==> config.mk <==
export PLATFORM = sky130hd
export DESIGN_NAME = cmp_ctrl
export DESIGN_NICKNAME = d
export VERILOG_FILES = /design/src/hw/cmp_ctrl_pkg.sv /design/src/hw/cmp_sync_if.sv /design/src/hw/cmp_level_sync.sv /design/src/hw/cmp_ctrl.sv
export SDC_FILE = /design/constraint.sdc
export NUM_CORES = 1
export LEC_CHECK = 0
export BUFFER_PORTS_ARGS = -buffer_cell sky130_fd_sc_hd__buf_4
export CORE_UTILIZATION = 41
export CTS_CLUSTER_SIZE = 20
export DETAILED_ROUTE_END_ITERATION = 10
export PLACE_DENSITY = 0.73
export SLEW_MARGIN = 15
export SYNTH_ARGS = -nofsm -noshare
export SYNTH_HDL_FRONTEND = slang
export SYNTH_HIERARCHICAL = 1
export SYNTH_SLANG_ARGS = --single-unit
==> constraint.sdc <==
create_clock -name clk -period 1.4 [get_ports clk]
set_input_delay 0.42 -clock clk [delete_from_list [all_inputs] [get_ports clk]]
set_output_delay 0.42 -clock clk [all_outputs]
set_load 0.02 [all_outputs]
==> src/hw/cmp_ctrl_pkg.sv <==
// Constants for the comparator control block: offsets, fields, resets.
// Assumes an 8-bit special-function-register bus on the core clock.
//
// Behaviour
// - The comparator is powered and runs only while the enable bit 7 of the control register is 1.
// - Control bit 6 is a read-only copy of the comparator result, 1 when the positive input is higher.
// - A low-to-high step of the comparator output sets the rise flag in control bit 5.
// - A high-to-low step of the comparator output sets the fall flag in control bit 4.
// - An edge flag stays set until software writes 0 to it, and software clears it after service.
// - Both rise and fall events can request an interrupt, gated by controls kept elsewhere.
// - Control bits 3..2 pick the positive hysteresis: off, 5 mV, 10 mV or 20 mV.
// - Control bits 1..0 pick the negative hysteresis: off, 5 mV, 10 mV or 20 mV.
// - The two-bit negative select of the input register routes pin P0.1, P0.3, P0.5 or P0.7.
// - Input register bits 1..0 route pin P0.0, P0.2, P0.4 or P0.6 to the positive input.
// - The two-bit mode field sets speed against power, 0 fastest, 3 lowest power, reset to mode 2.
// - Unused register bits read as zero and ignore writes.
// - A disabled comparator drives any output routed to a pin low.
// - There is a clocked latched output and a raw output that needs no clock at all.
// - The comparator output is offered to the reset logic as a reset source.

package cmp_ctrl_pkg;

    // Register addresses on the special-function-register bus
    localparam logic [7:0] CONTROL_ADDR    = 8'hf8;
    localparam logic [7:0] INPUT_SEL_ADDR  = 8'h9f;
    localparam logic [7:0] SPEED_SEL_ADDR  = 8'h9d;

    // Reset values
    localparam logic [7:0] CONTROL_RST     = 8'h00;
    localparam logic [7:0] INPUT_SEL_RST   = 8'h00;
    localparam logic [7:0] SPEED_SEL_RST   = 8'h02;

    // Control register fields
    localparam int ENABLE_BIT      = 7;
    localparam int RESULT_BIT      = 6;
    localparam int RISE_BIT        = 5;
    localparam int FALL_BIT        = 4;
    localparam int POS_HYST_LSB    = 2;
    localparam int NEG_HYST_LSB    = 0;

    // Input select fields
    localparam int NEG_INPUT_LSB   = 4;
    localparam int POS_INPUT_LSB   = 0;

    // Speed/power field
    localparam int MODE_LSB        = 0;

    // Number of sticky edge flags and their slots
    localparam int FLAG_COUNT      = 2;
    localparam int FLAG_RISE_IDX   = 1;
    localparam int FLAG_FALL_IDX   = 0;

    // Read masks: unused bits read zero and are not stored
    localparam logic [7:0] INPUT_SEL_MASK  = 8'h33;
    localparam logic [7:0] SPEED_SEL_MASK  = 8'h03;
    localparam logic [7:0] UNMAPPED_READ   = 8'h00;

endpackage

==> src/hw/cmp_sync_if.sv <==
// Carrier for the synchronised comparator level and its edge pulses.
// Assumes both ends sit on the same core clock.

`timescale 1ns/100ps

interface cmp_sync_if;
    logic level;
    logic rise;
    logic fall;

    // Producer side: the synchroniser
    modport src
    (
        output level,
        output rise,
        output fall
    );

    // Consumer side: the register block
    modport dst
    (
        input  level,
        input  rise,
        input  fall
    );
endinterface

==> src/hw/cmp_level_sync.sv <==
// Two-stage synchroniser with edge detection for the comparator result.
// Assumes the input may change at any time relative to clk.

`timescale 1ns/100ps

module cmp_level_sync
(
    input  wire logic  clk,
    input  wire logic  rstn,
    input  wire logic  async_in,
    cmp_sync_if.src    sync
);

    logic sync_ff1_r;
    logic sync_ff2_r;
    logic level_prev_r;

    // Two synchroniser flip-flops and an edge-history flip-flop; the first feeds only the second
    always_ff @(posedge clk)
    begin
        if (!rstn)
        begin
            sync_ff1_r   <= 1'b0;
            sync_ff2_r   <= 1'b0;
            level_prev_r <= 1'b0;
        end
        else
        begin
            sync_ff1_r   <= async_in;
            sync_ff2_r   <= sync_ff1_r;
            level_prev_r <= sync_ff2_r;
        end
    end

    // Edge pulses from the settled level
    assign sync.level = sync_ff2_r;
    assign sync.rise  = sync_ff2_r & ~level_prev_r;
    assign sync.fall  = ~sync_ff2_r & level_prev_r;

endmodule

==> src/hw/cmp_ctrl.sv <==
// Control and status registers around the on-chip voltage comparator.
// Assumes a single-cycle special-function-register bus on clk, and an
// analog comparator core whose result arrives unsynchronised.

`timescale 1ns/100ps

module cmp_ctrl
(
    input  wire logic        clk,
    input  wire logic        rstn,
    // Register bus
    input  wire logic [7:0]  sfr_addr,
    input  wire logic        sfr_wr_en,
    input  wire logic        sfr_rd_en,
    input  wire logic [7:0]  sfr_wdata,
    output logic      [7:0]  sfr_rdata,
    // Analog core
    input  wire logic        cmp_analog_in,
    output logic             cmp_power_en,
    output logic      [1:0]  cmp_pos_hyst_sel,
    output logic      [1:0]  cmp_neg_hyst_sel,
    output logic      [1:0]  cmp_pos_input_sel,
    output logic      [1:0]  cmp_neg_input_sel,
    output logic      [1:0]  cmp_response_mode,
    // Digital outputs
    output logic             cmp_latched_out,
    output logic             cmp_raw_out,
    output logic             cmp_reset_src,
    output logic             cmp_rise_irq,
    output logic             cmp_fall_irq
);

    // Address match, used by both the read and write decode
    function automatic logic addr_hit
    (
        input logic [7:0] addr,
        input logic [7:0] target
    );
        addr_hit = (addr == target);
    endfunction

    // Stored register state
    logic                                   enable_r;
    logic [1:0]                             pos_hyst_r;
    logic [1:0]                             neg_hyst_r;
    logic [7:0]                             input_sel_r;
    logic [7:0]                             speed_sel_r;
    logic [cmp_ctrl_pkg::FLAG_COUNT-1:0]    flag_r;
    logic [cmp_ctrl_pkg::FLAG_COUNT-1:0]    flag_nxt;
    logic [7:0]                             rdata_r;
    logic [7:0]                             rdata_nxt;

    // Synchronised comparator view
    cmp_sync_if sync_bus ();

    // Decode strobes
    wire logic control_hit;
    wire logic input_sel_hit;
    wire logic speed_sel_hit;
    wire logic control_wr;
    wire logic input_sel_wr;
    wire logic speed_sel_wr;

    // Edge events and their write values per flag slot
    wire logic [cmp_ctrl_pkg::FLAG_COUNT-1:0] flag_set;
    wire logic [cmp_ctrl_pkg::FLAG_COUNT-1:0] flag_wval;

    // Gated result seen by software and pins
    wire logic result_gated;
    wire logic [7:0] control_view;
    wire logic [7:0] input_sel_view;
    wire logic [7:0] speed_sel_view;

    // Reset value of the control fields, split for the flops
    localparam logic [7:0] CRST = cmp_ctrl_pkg::CONTROL_RST;

    // Synchroniser on the raw comparator result
    cmp_level_sync u_sync
    (
        .clk      (clk),
        .rstn     (rstn),
        .async_in (cmp_analog_in),
        .sync     (sync_bus)
    );

    // Address decode
    assign control_hit   = addr_hit(sfr_addr, cmp_ctrl_pkg::CONTROL_ADDR);
    assign input_sel_hit = addr_hit(sfr_addr, cmp_ctrl_pkg::INPUT_SEL_ADDR);
    assign speed_sel_hit = addr_hit(sfr_addr, cmp_ctrl_pkg::SPEED_SEL_ADDR);
    assign control_wr    = sfr_wr_en & control_hit;
    assign input_sel_wr  = sfr_wr_en & input_sel_hit;
    assign speed_sel_wr  = sfr_wr_en & speed_sel_hit;

    // Result is low whenever the comparator is off
    assign result_gated = enable_r & sync_bus.level;

    // Edges count only while enabled
    assign flag_set[cmp_ctrl_pkg::FLAG_RISE_IDX] =
        enable_r & sync_bus.rise;
    assign flag_set[cmp_ctrl_pkg::FLAG_FALL_IDX] =
        enable_r & sync_bus.fall;
    assign flag_wval[cmp_ctrl_pkg::FLAG_RISE_IDX] =
        sfr_wdata[cmp_ctrl_pkg::RISE_BIT];
    assign flag_wval[cmp_ctrl_pkg::FLAG_FALL_IDX] =
        sfr_wdata[cmp_ctrl_pkg::FALL_BIT];

    // Sticky flags: a hardware set wins over a software clear
    genvar gi;
    generate
        for (gi = 0; gi < cmp_ctrl_pkg::FLAG_COUNT; gi++)
        begin : g_flag
            assign flag_nxt[gi] = flag_set[gi] |
                (control_wr ? flag_wval[gi] : flag_r[gi]);

            always_ff @(posedge clk)
            begin
                if (!rstn)
                    flag_r[gi] <= 1'b0;
                else
                    flag_r[gi] <= flag_nxt[gi];
            end
        end
    endgenerate

    // Control register: enable and hysteresis trims
    always_ff @(posedge clk)
    begin
        if (!rstn)
        begin
            enable_r   <= CRST[cmp_ctrl_pkg::ENABLE_BIT];
            pos_hyst_r <= CRST[cmp_ctrl_pkg::POS_HYST_LSB +: 2];
            neg_hyst_r <= CRST[cmp_ctrl_pkg::NEG_HYST_LSB +: 2];
        end
        else if (control_wr)
        begin
            enable_r   <= sfr_wdata[cmp_ctrl_pkg::ENABLE_BIT];
            pos_hyst_r <= sfr_wdata[cmp_ctrl_pkg::POS_HYST_LSB +: 2];
            neg_hyst_r <= sfr_wdata[cmp_ctrl_pkg::NEG_HYST_LSB +: 2];
        end
    end

    // Input select register; unused bits are never stored
    always_ff @(posedge clk)
    begin
        if (!rstn)
            input_sel_r <= cmp_ctrl_pkg::INPUT_SEL_RST;
        else if (input_sel_wr)
            input_sel_r <= sfr_wdata & cmp_ctrl_pkg::INPUT_SEL_MASK;
    end

    // Speed/power register, reset to mode 2
    always_ff @(posedge clk)
    begin
        if (!rstn)
            speed_sel_r <= cmp_ctrl_pkg::SPEED_SEL_RST;
        else if (speed_sel_wr)
            speed_sel_r <= sfr_wdata & cmp_ctrl_pkg::SPEED_SEL_MASK;
    end

    // Read views; the result bit is read-only
    assign control_view = {
        enable_r,
        result_gated,
        flag_r[cmp_ctrl_pkg::FLAG_RISE_IDX],
        flag_r[cmp_ctrl_pkg::FLAG_FALL_IDX],
        pos_hyst_r,
        neg_hyst_r
    };
    assign input_sel_view = input_sel_r & cmp_ctrl_pkg::INPUT_SEL_MASK;
    assign speed_sel_view = speed_sel_r & cmp_ctrl_pkg::SPEED_SEL_MASK;

    // Read mux; unmapped addresses return zero
    assign rdata_nxt =
        control_hit   ? control_view   :
        input_sel_hit ? input_sel_view :
        speed_sel_hit ? speed_sel_view :
                        cmp_ctrl_pkg::UNMAPPED_READ;

    // Read data registered on a read strobe, held otherwise
    always_ff @(posedge clk)
    begin
        if (!rstn)
            rdata_r <= 8'h00;
        else if (sfr_rd_en)
            rdata_r <= rdata_nxt;
    end

    assign sfr_rdata = rdata_r;

    // Analog core controls
    assign cmp_power_en      = enable_r;
    assign cmp_pos_hyst_sel  = pos_hyst_r;
    assign cmp_neg_hyst_sel  = neg_hyst_r;
    assign cmp_neg_input_sel =
        input_sel_r[cmp_ctrl_pkg::NEG_INPUT_LSB +: 2];
    assign cmp_pos_input_sel =
        input_sel_r[cmp_ctrl_pkg::POS_INPUT_LSB +: 2];
    assign cmp_response_mode =
        speed_sel_r[cmp_ctrl_pkg::MODE_LSB +: 2];

    // Pin outputs: latched from the synchroniser, raw with no clock path
    assign cmp_latched_out = result_gated;
    assign cmp_raw_out     = enable_r & cmp_analog_in;
    assign cmp_reset_src   = enable_r & cmp_analog_in;

    // Interrupt requests follow the sticky flags
    assign cmp_rise_irq = flag_r[cmp_ctrl_pkg::FLAG_RISE_IDX];
    assign cmp_fall_irq = flag_r[cmp_ctrl_pkg::FLAG_FALL_IDX];

endmodule

==> impl_metrics.toml, run 1 <==
[layout]
nNetsFinal = 182
antennaDiodeCount = 0
area_growth_pct = 45.47
drive_gt1_share_pct = 41.25
final_cells = 190
fin_util_pct = 62.95
fillCellCount = 215

[cts]
cts_made_buffers = 3
clockRootBuffer = "clkbuf_4"
cts_max_level = 1
cts_sinks = 24
holdBufCountCts = 0
cts_tree = "yes"
clockBufferDepth = 2
clock_latency_ps = 310
clkTransAtPathRegs_ps = 130

[drt]
drt-total-wl_mm = 2.417
vias_per_cell = 4.874
postRouteAntennaNets = 0
drt_iter0_markers = 17
drc = 0
vias = 926
post_drt_wl_per_cell_um = 12.72
dr.pass1.iters = 4

[global_routing]
antenna_found_initial = 0
grt_max_degree = 31
overflow = 0
grt_use_total_pct = 19.13
grt_pass1_vias = 843
grt_first_pass_wirelength_mm = 3.795

[floorplanning]
die_x_um = 52.90
die-area_sq_um = 2798
row_count = 18
die_y_um = 52.90
core_area_sq_um = 2455
start_util_pct = 43.27
num_io_pins = 45

[sta]
hold_viol = 0
period_share_pct = 98.78
setup_violations = 0
fin_setup_tns_ps = 0
slew_violations = 0
rsz0062_at_grt = "true"
fin_crit_ps = 1383
hold_ws_ps = 311.3
skew_ps = 5.558
fmax_ghz = 0.7231
relSlewSlack_pct = 83.30
tightest_slew_ps = 250.6

[hold_path]
holdPathEnd = "u_sync/sync_ff1_r"
hold_path.class = "input pin to flip-flop"
min_path_cells = 2
min_from = "cmp_analog_in"

[worst_setup_path]
reg2reg_from = "input_sel_r[0]"
path_buf_inv = 1
crit_arrival_ps = 960
r2r_slack_ps = 470
start_kind = "flip-flop"
endpoint_kind = "output pin"
r2r_cells = 4
crit_cells = 2
worstPathMaxFanout = 4
worst_ep_required_time_ps = 980
startpoint = "cmp_power_en"
cpLargestDelayFamily = "flip-flops"
rr_endpoint = "sfr_rdata[0]"
crit_chain = "and2_4 > buf_6"
critical_path_class = "flip-flop to output pin"
slowest_delay_ps = 380
cp_slowest_cell = "dfxtp_2"

[synthesis]
synthDominantCellAreaShare_pct = 45.23
synthArstFlopShare_pct = 0
synth-edff-count = 0
ys.flop_type = "dfxtp_1"
yosysSeqAreaShare_pct = 45.23
ys_seq_elements = 24
synth_most_common_cell = "dfxtp_1"
avgSynthCellArea_sq_um = 9.836
yosysWarnings = 6
synthTopCellsByArea = "dfxtp_1 45%, mux2i_1 10%, nor2b_1 8.2%"
synth.distinct_cells = 27
synth_nets = 129
synth_top_cells_by_count = "24 x dfxtp_1, 14 x nor2b_1, 11 x mux2i_1"
netlist_area_sq_um = 1062
yosysTopAreaCell = "dfxtp_1"
synthCells = 108

[power]
ir_drop_uv = 636.2
power_mw = 1.319
p_per_area_nw_per_um2 = 853.6
p_leak_nw = 0.7286

[placement]
portBuffers = 43
place_hpwl_mm = 1.839
dp.cells = 184
place_congestion = 0.8074

[job]
cap_violations = 0

[run_status]
outcome = "finished clean"
[registers in the layout, indices dropped and copies added (netlist names)]
name                 count
cmp_neg_hyst_sel         2
u_sync/sync_ff1_r        1
speed_sel_r              2
u_sync/sync.level        1
cmp_pos_hyst_sel         2
input_sel_r              4
cmp_fall_irq             1
sfr_rdata                8
u_sync/level_prev_r      1
cmp_power_en             1
cmp_rise_irq             1
[area by class of cell]
| class | count | area, sq um | share of cell area [%] |
|---|---|---|---|
| tap | 30 | 37.54 | 2.429 |
| timing repair buffer | 54 | 420.4 | 27.21 |
| clock buffer | 3 | 22.52 | 1.457 |
| multi-input combinational | 77 | 548.0 | 35.47 |
| inverter | 1 | 3.754 | 0.2429 |
| sequential | 24 | 483.0 | 31.26 |
| clock inverter | 1 | 30.03 | 1.943 |
[logic make-up (layout without fill, tap and decap cells)]
group / count (synthesis) / after routing / synth area share, %
and+or+nand+nor: 48 / 48 / 30.51
DFF: 24 / 24 / 45.23
AOI/OAI and AO/OA: 18 / 18 / 10.25
muxes: 11 / 11 / 10.37
buffers and inverters: 7 / 59 / 3.651
[timing repair]
item / CTS / global route
resized for setup: 5 / 3
buffers inserted: 2 / 0
endpoints found under the setup margin: 3 / 4
pin swaps: 0 / 0
[cells in the final DEF (no fill, tap or decap), drive strengths merged]
master,n
nor3,2
and3,2
clkbuf,3
inv,1
nand2,8
nand4bb,3
a21boi,2
o22ai,2
o21ai,7
a21oi,2
nor4b,1
nand3,8
dfxtp,24
mux2i,11
and2,5
nand4,2
nor2b,14
a22oi,4
nand4b,1
and4bb,1
a31oi,1
nor2,1
buf,54
bufinv,1
[power by group]
| part | internal (mW) | switching [mW] |
|---|---|---|
| clock | 0.289 | 0.203 |
| combinational | 0.0739 | 0.0581 |
| sequential | 0.691 | 0.00341 |
[how the worst max path moves through the flow]
| stage | slack [ps] | to |
|---|---|---|
| 3_5_place_dp | -170 | cmp_neg_hyst_sel[0] |
| 6_report | 20 | cmp_raw_out |
| 5_1_grt | -50 | cmp_raw_out |
| 2_1_floorplan | 8 | cmp_reset_src |
| 3_3_place_gp | -130 | cmp_rise_irq |
| 4_1_cts | -3 | cmp_raw_out |
[metal layers]
layer  vias up  track usage, %  part of all wire [%]
li1        486               -                     -
met1       410           25.26                    49
met2        26           29.32                    45
met3         4           3.448                   4.1
met4         0           10.09                   1.6
met5         -               0                     0
[worst reg2reg max path: cells and delay by family (launching register included)]
family | cells | cell delay (ps)
muxes | 1 | 170
and+or+nand+nor | 1 | 70
AOI/OAI and AO/OA | 2 | 250
DFF | 1 | 350
[through the flow]
stage | cell area [sq um] | setup slack [ps]
floorplan | 1062 | 7.997
global placement | 1455 | -128.7
detailed placement | 1455 | -174.2
CTS | 1534 | -3.218
global route | 1545 | -48.45
finish | 1545 | 17.09
(Power assumes the default switching activity.)
==> inputs of run 2 (changes only) <==
==> constraint.sdc (replaced) <==
create_clock -name clk -period 1.4 [get_ports clk]
set_input_delay 0.28 -clock clk [delete_from_list [all_inputs] [get_ports clk]]
set_output_delay 0.28 -clock clk [all_outputs]
set_load 0.02 [all_outputs]
==> run 2 against run 1 <==
Compared with the run above:
- non-clock buffer count down 5
- critical path depth unchanged
- sequential share of layout area up 1.2 points
- clock power up 2%
- largest power group unchanged
- highest routed layer unchanged
- via count up 0.65%
- largest cell class unchanged
- cell count down 2.6%
==> impl_metrics.toml, run 2 (synthesis gave the netlist of run 1 again) <==
[global_routing]
antenna_found_initial = 0
grt_first_pass_wirelength_mm = 3.539
grt_pass1_vias = 788
overflow = 0
grt_max_degree = 31
grt_use_total_pct = 17.94

[sta]
hold_ws_ps = 163.0
skew_ps = 3.275
fmax_ghz = 0.7613
relSlewSlack_pct = 83.60
slew_violations = 0
period_share_pct = 93.83
setup_violations = 0
hold_viol = 0
rsz0062_at_grt = "false"
fin_crit_ps = 1314
tightest_slew_ps = 246.0

[drt]
drt_iter0_markers = 20
dr.pass1.iters = 4
postRouteAntennaNets = 0
post_drt_wl_per_cell_um = 12.87
drc = 0
drt-total-wl_mm = 2.381
vias = 932
vias_per_cell = 5.038

[cts]
clkTransAtPathRegs_ps = 130
cts_max_level = 1
cts_tree = "yes"
clockRootBuffer = "clkbuf_4"
cts_made_buffers = 3
clockBufferDepth = 2
clock_latency_ps = 320
post_cts_buffers = 0
cts_sinks = 24

[layout]
area_growth_pct = 39.93
drive_gt1_share_pct = 37.42
fillCellCount = 222
antennaDiodeCount = 0
nNetsFinal = 177
layout_commonest_cell = "buf_4"
fin_area_sq_um = 1486
largest_reg_flops = 8
final_cell_mix = "49 x buf_4, 23 x dfxtp_1, 14 x nor2b_1"

[worst_setup_path]
reg2reg_from = "input_sel_r[0]"
startpoint = "cmp_power_en"
cp-endpoint = "cmp_latched_out"
worstPathMaxFanout = 7
r2r_slack_ps = 480
worst_ep_required_time_ps = 1120
start_kind = "flip-flop"
crit_arrival_ps = 1030
critical_path_class = "flip-flop to output pin"
r2r_cells = 4
endpoint_kind = "output pin"
rr_endpoint = "sfr_rdata[0]"

[power]
power_mw = 1.319
ir_drop_uv = 664.9
p_leak_nw = 0.6968
p_per_area_nw_per_um2 = 887.6

[placement]
placed_cell_area_sq_um = 1433
place_congestion = 0.8026
portBuffers = 43
place_hpwl_mm = 1.781

[run_status]
outcome = "finished clean"

[floorplanning]
core_area_sq_um = 2455
start_util_pct = 43.27
die-area_sq_um = 2798
die_x_um = 52.90
row_count = 18
die_y_um = 52.90
num_io_pins = 45

[job]
cap_violations = 0

[hold_path]
hold_path.class = "input pin to flip-flop"
==> run 2: cell count changes in the layout (fill, tap and decap cells not counted) <==
cell     previous run  this run
and2_1              3         5
and2_4              2         0
buf_4              50        49
buf_6               4         0
dfxtp_1            22        23
dfxtp_2             2         1
==> run 2: power breakdown <==
group / internal [mW] / leakage, nW / switching (mW)
Clock: 0.290 / 0.0279 / 0.210
Combinational: 0.0689 / 0.474 / 0.0558
Sequential: 0.691 / 0.195 / 0.00403
==> run 2: area by class of cell <==
class | instances | area [sq um] | share of cell area [%]
clock inverter | 1 | 30.03 | 2.020
tap | 30 | 37.54 | 2.525
timing repair buffer | 49 | 367.9 | 24.75
inverter | 1 | 3.754 | 0.2525
multi-input combinational | 77 | 543.0 | 36.53
clock buffer | 3 | 22.52 | 1.515
sequential | 24 | 481.7 | 32.41
==> run 2: what timing repair did <==
item / in CTS / in global routing
hold buffers: 0 / 0
setup endpoints to repair: 1 / 0
resized for setup: 1 / 0
==> run 2: through the flow <==
step	cells	util, %	setup slack (ps)	TNS (ps)
finish	185	60.55	86.40	0
global route	185	60.55	37.33	0
CTS	185	60.55	73.73	0
detailed placement	181	58.36	-29.16	-111.0
global placement	181	58.36	12.95	0
floorplan	108	-	148.0	0
==> run 2: worst min path at each step <==
stage	from	to	cells past startpoint
after global placement	u_sync/sync_ff1_r	u_sync/sync.level	1
after global routing	cmp_analog_in	u_sync/sync_ff1_r	2
after floorplan	sfr_rd_en	sfr_rdata[4]	1
after detailed placement	u_sync/sync_ff1_r	u_sync/sync.level	1
final	cmp_analog_in	u_sync/sync_ff1_r	2
after CTS	cmp_analog_in	u_sync/sync_ff1_r	2
==> run 2: layer usage <==
metal  track usage [%]  share of wire [%]  wire, um  up-vias
li1                  -                  -         -      479
met1             22.50                 45      1077      419
met2             29.32                 48      1135       29
met3             2.011                5.0       119        5
met4             10.53                2.0        48        0
met5                 0                  0         0        -
==> run 2: critical path, cell delays in order, from the launching register on <==
cell and delay (ps):
dfxtp_2 410, and2_1 170, buf_4 140
